File: config.mk
export PLATFORM = sky130hd
export DESIGN_NAME = arxc_top
export DESIGN_NICKNAME = d
export VERILOG_FILES = /design/src/core/arxc_sync.v /design/src/core/arxc_top.v
export VERILOG_INCLUDE_DIRS = /design/src /design/src/core
export SDC_FILE = /design/constraint.sdc
export NUM_CORES = 1
export LEC_CHECK = 0
export BUFFER_PORTS_ARGS = -buffer_cell sky130_fd_sc_hd__buf_2
export CAP_MARGIN = 15
export CORE_MARGIN = 1.5
export CORE_UTILIZATION = 30
export DETAILED_ROUTE_END_ITERATION = 8
export PLACE_DENSITY = 0.46
export RECOVER_POWER = 100
export SLEW_MARGIN = 15
export SYNTH_ARGS = -nofsm -noshare
export SYNTH_HDL_FRONTEND = slang
export SYNTH_SLANG_ARGS = --single-unit
File: constraint.sdc
create_clock -name SYS_CLK -period 3.25 [get_ports SYS_CLK]
set_clock_uncertainty 0.1 [all_clocks]
set_input_delay 0.1625 -clock SYS_CLK [delete_from_list [all_inputs] [get_ports SYS_CLK]]
set_output_delay 0.1625 -clock SYS_CLK [all_outputs]
set_load 0.05 [all_outputs]
File: src/core/arxc_defs.vh
`ifndef ARXC_DEFS_VH
`define ARXC_DEFS_VH

// Register addresses
`define ARXC_A_MODE 3'h0
`define ARXC_A_CMD 3'h1
`define ARXC_A_STAT 3'h2
`define ARXC_A_DATA 3'h3
`define ARXC_A_CAUSE 3'h4
`define ARXC_A_MASK 3'h5

// Mode register fields
`define ARXC_M_LEN_LO 0
`define ARXC_M_LEN_HI 1
`define ARXC_M_PAR_EN 2
`define ARXC_M_PAR_ODD 3
`define ARXC_M_BLOCK 4
`define ARXC_M_CLK1X 5
`define ARXC_M_FLOW 6
`define ARXC_M_IRQ_FULL 7
`define ARXC_MODE_RST 8'h00

// Command register bits
`define ARXC_C_ENABLE 0
`define ARXC_C_DISABLE 1
`define ARXC_C_RXRESET 2
`define ARXC_C_ERRRESET 3

// Status register bits
`define ARXC_S_AVAIL 0
`define ARXC_S_FULL 1
`define ARXC_S_OVR 2
`define ARXC_S_PAR 3
`define ARXC_S_FRM 4
`define ARXC_S_BRK 5
`define ARXC_S_EN 6

// Cause bits (mask uses bit 0 for RX, bit 1 for COB) and mask reset
`define ARXC_I_COB 0
`define ARXC_I_RX 1
`define ARXC_I_IRQ 2
`define ARXC_MASK_RST 2'h0

// Timing counts in bit-clock ticks or crystal edges, queue depth, base length
`define ARXC_BIT_LAST_16X 4'hF
`define ARXC_HALF_LAST_16X 4'h7
`define ARXC_BIT_LAST_1X 4'h0
`define ARXC_HALF_LAST_1X 4'h0
`define ARXC_OVR_TICKS_16X 3'h6
`define ARXC_OVR_TICKS_1X 3'h1
`define ARXC_X1_EDGES 2'h2
`define ARXC_QDEPTH 2'h3
`define ARXC_LEN_BASE 4'h5

`endif

File: src/core/arxc_sync.v
`timescale 1ns/1ps
module arxc_sync #(
  parameter W = 3
) (
  input wire clk,
  input wire rst_n,
  input wire [W-1:0] d,
  output wire [W-1:0] q
);
  reg [W-1:0] s1;
  reg [W-1:0] s2;
  genvar i;
  generate
    for (i = 0; i < W; i = i + 1) begin : g_bit
      always @(posedge clk) begin
        if (!rst_n) begin
          s1[i] <= 1'b1;
          s2[i] <= 1'b1;
        end else begin
          s1[i] <= d[i];
          s2[i] <= s1[i];
        end
      end
    end
  endgenerate
  assign q = s2;
endmodule

File: src/core/arxc_top.v
// Operation
// - After a falling edge, recheck line at 7.5 16x ticks or next 1x edge.
// - High at recheck discards start bit; low means valid start.
// - Sample each later bit once at its centre, LSB first.
// - Character complete after data, parity and half the stop bit.
// - Push character, flag availability, interrupt if enabled; upper unused bits zero.
// - Queue holds three characters, filled in arrival order.
// - Available flag while queue non-empty; full flag when three held; a mode bit picks one as interrupt source.
// - Data read returns oldest character then removes it with its flags.
// - Break, framing, parity stored per character before availability; overrun not stored.
// - Line low for whole character queues zero with break flag and change-of-break.
// - After break, hunt resumes only after two crystal edges with line high.
// - Framing error when a non-break character (non-zero data or parity bit high) has stop bit sampled low.
// - Line still low half a bit after stop sample acts as start.
// - Parity error when computed parity differs from received parity bit.
// - Character mode shows head character flags; they clear when it is read.
// - Full queue plus held character plus new start sets overrun unless read.
// - Overrun clears only on error reset or receiver reset; queuing resumes when a slot frees.
// - Change-of-break set at break start and end, cleared by error reset.
// - A disabled receiver never raises an interrupt.
// - Block mode flags OR all characters reaching head since error reset.
// - Status read leaves queue alone; only data read pops.
// - Flow control negates request-to-send on valid start with full queue.
// - Receiver reset clears pointers, status, pins and interrupt; needs re-enable.
`timescale 1ns/1ps
`include "arxc_defs.vh"
module arxc_top (
  input wire SYS_CLK,
  input wire RST_N,
  input wire RXD,
  input wire BIT_CLK,
  input wire CRYSTAL_CLOCK_IN,
  input wire [2:0] ADDR,
  input wire [7:0] WDATA,
  input wire WR,
  input wire RD,
  output reg [7:0] RDATA,
  output reg CHAR_AVAILABLE_FLAG,
  output reg QUEUE_FULL_FLAG,
  output reg REQUEST_TO_SEND_N_OUT,
  output reg INTERRUPT_REQUEST_N
);
  localparam ST_IDLE = 4'b0001;
  localparam ST_START = 4'b0010;
  localparam ST_DATA = 4'b0100;
  localparam ST_BRK = 4'b1000;

  wire [2:0] sync_q;
  wire rx;
  wire bclk;
  wire xclk;
  reg rx_d;
  reg bclk_d;
  reg xclk_d;
  wire tick;
  wire xedge;

  reg [7:0] mode_reg_one;
  reg [1:0] mask_reg;
  reg en;
  reg [3:0] state;
  reg [3:0] tcnt;
  reg [3:0] bitn;
  reg [7:0] sh;
  reg par_rx;
  reg [1:0] xcnt;
  reg done;
  reg [10:0] done_word;
  reg vstart;
  reg cob_ev;

  reg [10:0] receive_queue [0:2];
  reg [1:0] rd_ptr;
  reg [1:0] q_cnt;
  reg [10:0] hold;
  reg hold_v;
  reg ovr_arm;
  reg [2:0] ovr_cnt;
  reg overrun;
  reg rts_neg;
  reg [2:0] blk_flags;
  reg change_of_break;

  wire wr_mode;
  wire wr_cmd;
  wire wr_mask;
  wire cmd_en;
  wire cmd_dis;
  wire cmd_rst;
  wire cmd_err;
  wire pop;
  wire clk1x;
  wire par_en;
  wire [3:0] nbits;
  wire [3:0] last_idx;
  wire [3:0] bit_last;
  wire [3:0] half_last;
  wire [2:0] ovr_lim;
  wire full;
  wire avail;
  wire slot;
  wire [1:0] wr_pos;
  wire [2:0] wr_sum;
  wire [10:0] head;
  wire [2:0] shown;
  wire rx_cond;
  wire irq;
  wire brk_now;
  wire [7:0] channel_status_reg;
  wire [7:0] interrupt_cause_reg;

  arxc_sync #(
    .W(3)
  ) u_sync (
    .clk(SYS_CLK),
    .rst_n(RST_N),
    .d({CRYSTAL_CLOCK_IN, BIT_CLK, RXD}),
    .q(sync_q)
  );
  // Synchronised line and clocks
  assign rx = sync_q[0];
  assign bclk = sync_q[1];
  assign xclk = sync_q[2];

  always @(posedge SYS_CLK) begin
    if (!RST_N) begin
      rx_d <= 1'b1;
      bclk_d <= 1'b1;
      xclk_d <= 1'b1;
    end else begin
      rx_d <= rx;
      bclk_d <= bclk;
      xclk_d <= xclk;
    end
  end
  assign tick = bclk & ~bclk_d;
  assign xedge = xclk ^ xclk_d;

  // Register bus decode
  assign wr_mode = WR & (ADDR == `ARXC_A_MODE);
  assign wr_cmd = WR & (ADDR == `ARXC_A_CMD);
  assign wr_mask = WR & (ADDR == `ARXC_A_MASK);
  assign cmd_en = wr_cmd & WDATA[`ARXC_C_ENABLE];
  assign cmd_dis = wr_cmd & WDATA[`ARXC_C_DISABLE];
  assign cmd_rst = wr_cmd & WDATA[`ARXC_C_RXRESET];
  assign cmd_err = wr_cmd & WDATA[`ARXC_C_ERRRESET];
  assign pop = RD & (ADDR == `ARXC_A_DATA) & (q_cnt != 2'h0);

  assign clk1x = mode_reg_one[`ARXC_M_CLK1X];
  assign par_en = mode_reg_one[`ARXC_M_PAR_EN];
  assign nbits = `ARXC_LEN_BASE + {2'h0, mode_reg_one[`ARXC_M_LEN_HI:`ARXC_M_LEN_LO]};
  assign last_idx = nbits + {3'h0, par_en};
  assign bit_last = clk1x ? `ARXC_BIT_LAST_1X : `ARXC_BIT_LAST_16X;
  assign half_last = clk1x ? `ARXC_HALF_LAST_1X : `ARXC_HALF_LAST_16X;
  assign ovr_lim = clk1x ? `ARXC_OVR_TICKS_1X : `ARXC_OVR_TICKS_16X;
  assign brk_now = (sh == 8'h00) & ~(par_en & par_rx) & ~rx;

  always @(posedge SYS_CLK) begin
    if (!RST_N) begin
      mode_reg_one <= `ARXC_MODE_RST;
      mask_reg <= `ARXC_MASK_RST;
    end else begin
      if (wr_mode) begin
        mode_reg_one <= WDATA;
      end
      if (wr_mask) begin
        mask_reg <= WDATA[1:0];
      end
    end
  end

  // Receive state machine
  always @(posedge SYS_CLK) begin
    if (!RST_N || cmd_rst) begin
      en <= 1'b0;
      state <= ST_IDLE;
      tcnt <= 4'h0;
      bitn <= 4'h0;
      sh <= 8'h00;
      par_rx <= 1'b0;
      xcnt <= 2'h0;
      done <= 1'b0;
      done_word <= 11'h000;
      vstart <= 1'b0;
      cob_ev <= 1'b0;
    end else begin
      done <= 1'b0;
      vstart <= 1'b0;
      cob_ev <= 1'b0;
      if (cmd_en) begin
        en <= 1'b1;
      end
      if (cmd_dis) begin
        en <= 1'b0;
        state <= ST_IDLE;
      end else begin
        case (state)
          ST_IDLE: begin
            if (en & ~rx & rx_d) begin
              state <= ST_START;
              tcnt <= 4'h0;
            end
          end
          ST_START: begin
            if (tick) begin
              tcnt <= tcnt + 4'h1;
              if (tcnt == half_last) begin
                if (rx) begin
                  state <= ST_IDLE;
                end else begin
                  state <= ST_DATA;
                  vstart <= 1'b1;
                  tcnt <= 4'h0;
                  bitn <= 4'h0;
                  sh <= 8'h00;
                  par_rx <= 1'b0;
                end
              end
            end
          end
          ST_DATA: begin
            if (tick) begin
              tcnt <= tcnt + 4'h1;
              if (tcnt == bit_last) begin
                tcnt <= 4'h0;
                bitn <= bitn + 4'h1;
                if (bitn < nbits) begin
                  sh[bitn[2:0]] <= rx;
                end else if (bitn < last_idx) begin
                  par_rx <= rx;
                end else begin
                  // Stop bit centre: character complete
                  done <= 1'b1;
                  if (brk_now) begin
                    done_word <= {3'b100, 8'h00};
                    cob_ev <= 1'b1;
                    xcnt <= 2'h0;
                    state <= ST_BRK;
                  end else begin
                    done_word[10] <= 1'b0;
                    done_word[9] <= ~rx;
                    done_word[8] <= par_en & (^sh ^ par_rx ^ mode_reg_one[`ARXC_M_PAR_ODD]);
                    done_word[7:0] <= sh;
                    // Low stop bit: recheck half a bit later as a start
                    state <= rx ? ST_IDLE : ST_START;
                    tcnt <= 4'h0;
                  end
                end
              end
            end
          end
          ST_BRK: begin
            if (~rx) begin
              xcnt <= 2'h0;
            end else if (xcnt == `ARXC_X1_EDGES) begin
              state <= ST_IDLE;
              cob_ev <= 1'b1;
            end else if (xedge) begin
              xcnt <= xcnt + 2'h1;
            end
          end
          default: begin
            state <= ST_IDLE;
          end
        endcase
      end
    end
  end

  // Receive queue
  function [1:0] wr_pos_wrap;
    input [2:0] s;
    reg [2:0] t;
    begin
      t = s - 3'h3;
      wr_pos_wrap = t[1:0];
    end
  endfunction
  assign full = (q_cnt == `ARXC_QDEPTH);
  assign avail = (q_cnt != 2'h0);
  assign slot = ~full | pop;
  // Sum kept three bits wide so a pointer plus count past three cannot wrap
  assign wr_sum = {1'b0, rd_ptr} + {1'b0, q_cnt};
  assign wr_pos = (wr_sum >= 3'h3) ? wr_pos_wrap(wr_sum) : wr_sum[1:0];
  assign head = receive_queue[rd_ptr];

  always @(posedge SYS_CLK) begin
    if (!RST_N || cmd_rst) begin
      rd_ptr <= 2'h0;
      q_cnt <= 2'h0;
      hold <= 11'h000;
      hold_v <= 1'b0;
    end else begin
      if (hold_v & slot) begin
        receive_queue[wr_pos] <= hold;
        hold_v <= done;
        hold <= done_word;
        q_cnt <= pop ? q_cnt : q_cnt + 2'h1;
      end else if (done & slot) begin
        receive_queue[wr_pos] <= done_word;
        q_cnt <= pop ? q_cnt : q_cnt + 2'h1;
      end else begin
        if (done) begin
          hold <= done_word;
          hold_v <= 1'b1;
        end
        if (pop) begin
          q_cnt <= q_cnt - 2'h1;
        end
      end
      if (pop) begin
        rd_ptr <= (rd_ptr == 2'h2) ? 2'h0 : rd_ptr + 2'h1;
      end
    end
  end

  // Overrun, flow control, break change and block flags
  always @(posedge SYS_CLK) begin
    if (!RST_N || cmd_rst) begin
      ovr_arm <= 1'b0;
      ovr_cnt <= 3'h0;
      overrun <= 1'b0;
      rts_neg <= 1'b0;
      blk_flags <= 3'h0;
      change_of_break <= 1'b0;
    end else begin
      if (vstart & full & hold_v & ~pop) begin
        ovr_arm <= 1'b1;
        ovr_cnt <= 3'h0;
      end else if (pop) begin
        ovr_arm <= 1'b0;
      end else if (ovr_arm & tick) begin
        ovr_cnt <= ovr_cnt + 3'h1;
        if (ovr_cnt + 3'h1 == ovr_lim) begin
          ovr_arm <= 1'b0;
        end
      end
      if (ovr_arm & tick & ~pop & (ovr_cnt + 3'h1 == ovr_lim)) begin
        overrun <= 1'b1;
      end else if (cmd_err) begin
        overrun <= 1'b0;
      end
      if (vstart & full & mode_reg_one[`ARXC_M_FLOW]) begin
        rts_neg <= 1'b1;
      end else if (~full | ~mode_reg_one[`ARXC_M_FLOW]) begin
        rts_neg <= 1'b0;
      end
      if (cob_ev) begin
        change_of_break <= 1'b1;
      end else if (cmd_err) begin
        change_of_break <= 1'b0;
      end
      if (avail) begin
        blk_flags <= (cmd_err ? 3'h0 : blk_flags) | head[10:8];
      end else if (cmd_err) begin
        blk_flags <= 3'h0;
      end
    end
  end

  // Character mode shows the head only
  assign shown = mode_reg_one[`ARXC_M_BLOCK] ? blk_flags : (avail ? head[10:8] : 3'h0);
  assign channel_status_reg = {1'b0, en, shown, overrun, full, avail};
  assign rx_cond = mode_reg_one[`ARXC_M_IRQ_FULL] ? full : avail;
  assign irq = en & ((rx_cond & mask_reg[0]) | (change_of_break & mask_reg[1]));
  assign interrupt_cause_reg = {5'h00, irq, rx_cond, change_of_break};

  // Read port and pins
  always @(posedge SYS_CLK) begin
    if (!RST_N) begin
      RDATA <= 8'h00;
      CHAR_AVAILABLE_FLAG <= 1'b0;
      QUEUE_FULL_FLAG <= 1'b0;
      REQUEST_TO_SEND_N_OUT <= 1'b0;
      INTERRUPT_REQUEST_N <= 1'b1;
    end else begin
      RDATA <= 8'h00;
      if (RD) begin
        case (ADDR)
          `ARXC_A_MODE: RDATA <= mode_reg_one;
          `ARXC_A_STAT: RDATA <= channel_status_reg;
          `ARXC_A_DATA: RDATA <= avail ? head[7:0] : 8'h00;
          `ARXC_A_CAUSE: RDATA <= interrupt_cause_reg;
          `ARXC_A_MASK: RDATA <= {6'h00, mask_reg};
          default: RDATA <= 8'h00;
        endcase
      end
      CHAR_AVAILABLE_FLAG <= avail;
      QUEUE_FULL_FLAG <= full;
      REQUEST_TO_SEND_N_OUT <= rts_neg;
      INTERRUPT_REQUEST_N <= ~irq;
    end
  end
endmodule

Yosys cells after proc, flatten, opt, wreduce, memory -nomap -nowiden
Memory sizes are Yosys's and may differ from the RTL's. A register that Yosys moved wholly into a read port is not among the register bits.
Index checks and enable logic that the tools add are counted.
Word-level totals
  register bits after elaboration: 95
  memory bits (writable): 33
  input port bits: 18
  logic and storage cells: 273
  memories: 1
Memories
  receive_queue: words 3, bits a word 11, read ports 1, clocked after Yosys merged registers in 1, wr ports 1, RTL line arxc_top.v:72  | reg [10:0] receive_queue [0:2];
Operators by class
  $add $sub $neg: 11
  magnitude comparators: 5
  equal/unequal tests: 31
  muxes and demuxes: 105
  bitwise gates (word level): 51
  reduce and logical (&&, ||, !) cells: 32
Operator list (number)
  $mux W4: 22
  $mux W8: 7
  $mux W11: 5
  $pmux W8 S5: 1
  $mux W1: 37
  $mux W2: 17
  $and A1 B1 Y1: 28
  $reduce_and A9 Y1: 3
  $ne A2 B2 Y1 const B: 13
  $mux W3: 7
  $pmux W4 S4: 1
  $pmux W8 S2: 1
  $not A1 Y1: 15
  $reduce_bool A2 Y1: 7
  $pmux W4 S3: 1
  $reduce_bool A3 Y1: 4
  $add A4 B1 Y4 const B: 2
  $bwmux W8: 1
  $logic_not A8 Y1: 1
  $lt A4 B4 Y1: 2
  $pmux W4 S2: 1
  $reduce_and A2 Y1: 4
  $reduce_and A8 Y1: 1
  $reduce_xor A8 Y1: 1
  39 further kinds: 53

Logic depth before layout (Yosys ltp)
  depth in word-level cells: 10
  mapped depth: 13

Hierarchy
From an unflattened synthesis, not the netlist that was laid out.
Second synthesis, totals
  cell total of the unflattened synthesis: 619
  area total of the unflattened synthesis: 6209.7 µm²
Modules (own cells, without submodules)
  arxc_top: times used 1, cells an instance 607, area each 6052.1 µm², sequential area each 2812.7 µm²
  arxc_sync: times used 1, cells an instance 12, area each 157.7 µm², sequential area each 120.1 µm²

Worst setup path before layout
OpenSTA, ideal clock, no wires.
  path type: reg-to-reg
  start: register mode_reg_one[0]
  end: register xcnt[1]
  library setup time: 70 ps
  arrival time: 2615 ps
  data required time: 3080 ps
  slack: 465 ps
  cell stages (with the launch flop): 11
  period minus slack after synthesis: 2785 ps
  cell sequence: dfxtp_1 -> inv_1 -> ha_1 -> inv_1 -> fa_1 -> ha_1 -> a2111oi_0 -> nor3_1 -> a31oi_1 -> or4_1 -> a21oi_1
Between the ends
  cells in the longest elaborated chain, start to end: 5
RTL lines
  start, declared: RTL line arxc_top.v:58  | reg [7:0] mode_reg_one;
  start signal, assigned: RTL line arxc_top.v:160  | mode_reg_one <= `ARXC_MODE_RST;
  $add A3 B2 Y4 (no line) *
  $add A4 B1 Y4: RTL line arxc_top.v:152  | assign last_idx = nbits + {3'h0, par_en};
  $lt A4 B4 Y1: RTL line arxc_top.v:229  | end else if (bitn < last_idx) begin
  $ne A2 B2 Y1 (no line)
  $reduce_and A9 Y1 (no line) *
  end signal, assigned: RTL line arxc_top.v:259  | xcnt <= xcnt + 2'h1;
  end, declared: RTL line arxc_top.v:66  | reg [1:0] xcnt;
Every way passes the cells marked *; elsewhere a longest branch is shown, timed or not.
A chain may end at the register's enable or synchronous reset.

Worst setup path after layout
  start: register q_cnt[1]
  end: memory receive_queue[2][3] (data pin)
Between the ends
  cells in the longest elaborated chain, start to end: 9
RTL lines
  start, declared: RTL line arxc_top.v:74  | reg [1:0] q_cnt;
  start signal, assigned: RTL line arxc_top.v:298  | q_cnt <= pop ? q_cnt : q_cnt + 2'h1;
  start signal, assigned: RTL line arxc_top.v:301  | q_cnt <= pop ? q_cnt : q_cnt + 2'h1;
  start signal, assigned: RTL line arxc_top.v:308  | q_cnt <= q_cnt - 2'h1;
  $reduce_bool A2 Y1 or $eq A2 B2 Y1 (tied branches)
  $and A1 B1 Y1 or $not A1 Y1 (tied branches): RTL line arxc_top.v:147, arxc_top.v:281
  $or A1 B1 Y1 *: RTL line arxc_top.v:281  | assign slot = ~full | pop;
  $and A1 B1 Y1: RTL line arxc_top.v:299  | end else if (done & slot) begin
  $mux W1: RTL line arxc_top.v:299
  $mux W1 *: RTL line arxc_top.v:294  | if (hold_v & slot) begin
  $mux W1 *: RTL line arxc_top.v:288  | if (!RST_N || cmd_rst) begin
  $mux W1 (implied by the code) *: RTL line arxc_top.v:300  | receive_queue[wr_pos] <= done_word;
  $mux W11 (no line) *
  end, declared: RTL line arxc_top.v:72
Marks and branches as above.

==> impl_metrics.py <==
metrics = {
    "floorplan": {
        "die_w_um": 146,
        "die_y_um": 146,
        "row_count": 52,
        "core_area_mm2": 0.0202,
        "ios": 30,
        "initial_core_util_pct": 30.5,
        "dieArea_mm2": 0.0214,
    },
    "cells_and_area": {
        "max_flop_register": "receive_queue",
        "area_growth_pct": 17.4,
        "multi_input_area_mm2": 0.00296,
        "n_antenna_cell": 0,
        "fillers": 2075,
        "largest_reg_flops": 33,
        "nets": 722,
        "ff_latch_area_mm2": 0.00293,
        "drive_gt1_share_pct": 11.0,
        "reg.largest.list": "receive_queue: 33 flops, done_word: 11 flops, hold: 11 flops",
    },
    "worst_setup_path": {
        "worst_ep_required_time_ns": 3.29,
        "crit_chain": "inv_1 -> ha_1 -> and4bb_1 -> nand2_1 -> nand2_1 -> inv_1 -> nor4b_2 -> clkbuf_2 -> mux2_1",
        "max_stage_delay_ns": 0.45,
        "crit_type": "flip-flop to flip-flop",
        "cpMaxStageDelayCell": "and4bb_1",
        "arrival_ns": 3.00,
        "crit_buf_inv": 3,
        "cp_max_fo": 11,
        "endpoint_kind": "flip-flop",
        "cp_top_family": "simple AND/OR/NAND/NOR gates",
        "worstSetupStartpointType": "flip-flop",
    },
    "sta": {
        "fin_crit_ns": 2.96,
        "worst_slew_margin_rel_pct": 24.8,
        "fin_setup_tns_ns": 0,
        "tightest_slew_ns": 1.13,
        "finalSetupViolations": 0,
        "final-hold-violation-count": 0,
        "hold-worst-slack_ns": 0.0686,
        "fmax_ghz": 0.338,
        "finalCritPeriodShare_pct": 91.1,
        "rsz0062_at_grt": "false",
        "slew_viol_final": 0,
    },
    "yosys": {
        "synth_compound_area_share_pct": 14.2,
        "synthSimpleGateAreaFrac_pct": 19.8,
        "muxShareOfSynthArea_pct": 7.60,
        "syn-mean-instance-area_um2": 9.72,
        "synth-xor-area-share_pct": 2.13,
        "async_reset_ff_share_pct": 0,
        "post_synth_fa_ha_maj_area_fraction_pct": 4.91,
        "synth_edf_count": 33,
        "netlist_instances": 635,
        "synth_warnings": 0,
        "ys_seq_area_share_pct": 47.5,
        "synth_flop_cell": "dfxtp_1",
        "ys_ff_latch": 130,
        "synth_cell_types": 76,
        "syn-num-nets": 676,
        "synth_top_family_by_area": "simple AND/OR/NAND/NOR gates",
        "syn-cell-area_mm2": 0.00617,
    },
    "drt": {
        "vias": 4683,
        "antenna_left": 0,
        "wl_per_cell_um": 15.4,
        "drc": 0,
        "first_pass_iters": 5,
        "routed_wl_mm": 14.8,
        "routed_via_density": 4.86,
        "drt_first_iter_violations": 303,
    },
    "cts": {
        "path_clk_slew_ns": 0.06,
        "numCtsBuffers": 17,
        "clock_sinks": 130,
        "cts-htree-levels": 4,
        "worstSkewPairLatency_ns": 0.42,
        "clock_path_buffers": 2,
        "cts-root-buf": "clkbuf_16",
        "cts_tree": "built",
    },
    "outcome": {
        "status": "completed",
    },
    "power": {
        "p_per_area_mw_per_mm2": 528,
        "p_leak_nw": 2.66,
        "total_power_w": 0.00383,
        "vdd_drop_max_uv": 278,
    },
    "placement": {
        "numPortBuffers": 29,
        "gp_congestion": 0.790,
        "dp_hpwl_mm": 10.8,
    },
    "global_routing": {
        "grt_pass1_wl_mm": 24.5,
        "grt_util_all_layers_pct": 14.7,
        "overflow": 0,
        "grt_pass1_vias": 4782,
        "grt_max_degree": 26,
        "antenna_found_initial": 0,
    },
    "job": {
        "drv_cap": 0,
    },
    "min_path": {
        "holdCritPathClass": "input pin to flip-flop",
    },
}
cell type report:
class	instances	area share, %
clock inverter	13	1.92
timing repair buffer	56	4.59
sequential	130	40.5
tap	270	4.66
inverter	28	1.45
clock buffer	19	5.98
multi-input combinational	448	40.9
cell usage in the layout, fill, tap and decap left out, types with 14 or more instances in the layout:
| cell type | instances |
|---|---|
| clkbuf_1 | 20 |
| nand3_1 | 23 |
| nor2_1 | 54 |
| ha_1 | 21 |
| a21oi_1 | 41 |
| nand2b_1 | 17 |
| dfxtp_1 | 97 |
| mux2i_1 | 30 |
| clkbuf_16 | 17 |
| o21ai_0 | 21 |
| buf_2 | 14 |
| inv_1 | 28 |
| nand2_1 | 72 |
| edfxtp_1 | 33 |
| nor2b_1 | 14 |
per-stage QoR:
stage / cells / util, % / setup slack, ns / instance area (µm²)
after CTS: 964 / 36.2 / 0.166 / 7320
final: 964 / 35.8 / 0.289 / 7240
after global placement: 921 / 32.8 / 0.272 / 6640
after global routing: 964 / 35.8 / 0.0954 / 7240
after floorplan: 635 / - / 0.465 / 6170
after detailed placement: 921 / 32.8 / 0.184 / 6640
repair_timing:
action,4_1_cts,5_1_grt
endpoints found under the hold margin,14,0
setup buffers,0,0
resized for setup,0,2
setup endpoints to repair,0,13
hold buffers,11,0
power breakdown:
group	internal (W)	switching (W)
Sequential	0.00168	0.0000346
Combinational	0.000106	0.000149
Clock	0.00113	0.000731
cells in the mapped netlist, drive strengths merged, types with 4 or more instances:
cell type / n / share of area, %
a211o: 4 / 0.57
a21boi: 10 / 1.2
a21o: 4 / 0.49
a21oi: 42 / 3.5
a22oi: 4 / 0.49
and2: 6 / 0.61
and3: 4 / 0.41
buf: 11 / 1.1
clkbuf: 18 / 1.1
dfxtp: 97 / 31
edfxtp: 33 / 16
ha: 21 / 4.3
inv: 28 / 1.7
mux2: 15 / 2.7
mux2i: 30 / 4.9
nand2: 73 / 4.6
nand2b: 17 / 1.7
nand3: 23 / 1.9
nand4: 5 / 0.51
nor2: 55 / 3.5
nor2b: 14 / 1.4
nor3: 7 / 0.65
nor4: 5 / 0.61
nor4b: 5 / 1.0
o211ai: 4 / 0.49
o21a: 5 / 0.61
o21ai: 32 / 2.7
or2: 4 / 0.41
xnor2: 11 / 1.6
xor2: 4 / 0.57
worst reg2reg max path: stages, from the launching register on:
cell	delay, ns
dfxtp_1	0.40
inv_1	0.11
ha_1	0.21
and4bb_1	0.45
nand2_1	0.23
nand2_1	0.14
inv_1	0.07
nor4b_2	0.24
clkbuf_2	0.31
mux2_1	0.44
routing by layer:
layer | GRT usage, % | vias up | routed length, µm
li1 | - | 2342 | -
met1 | 18.4 | 2233 | 6940
met2 | 24.7 | 92 | 7140
met3 | 3.38 | 16 | 526
met4 | 5.35 | 0 | 198
met5 | 0 | - | 0
final timing paths:
| kind | startpoint | to | slack [ns] | depth (start not counted) |
|---|---|---|---|---|
| setup / recovery | q_cnt[1]$_SDFFE_PP0P_ | receive_queue[2][3]$_DFFE_PP_ | 0.29 | 9 |
| hold / removal | ADDR[1] | RDATA[0]$_SDFF_PN0_ | 0.07 | 2 |
| setup reg to reg | q_cnt[1]$_SDFFE_PP0P_ | receive_queue[2][3]$_DFFE_PP_ | 0.29 | 9 |
| hold reg to reg | u_sync.s1[0]$_SDFF_PN1_ | u_sync.q[0]$_SDFF_PN1_ | 0.31 | 1 |
kinds of logic after synthesis:
kind of cell,count (synthesis)
AOI/OAI and AO/OA,130
xor gates and xnor gates,15
adders and majority gates,23
buffers and inverters,57
DFF,130
muxes,45
and+or+nand+nor,235
(Power assumes the default switching activity.)
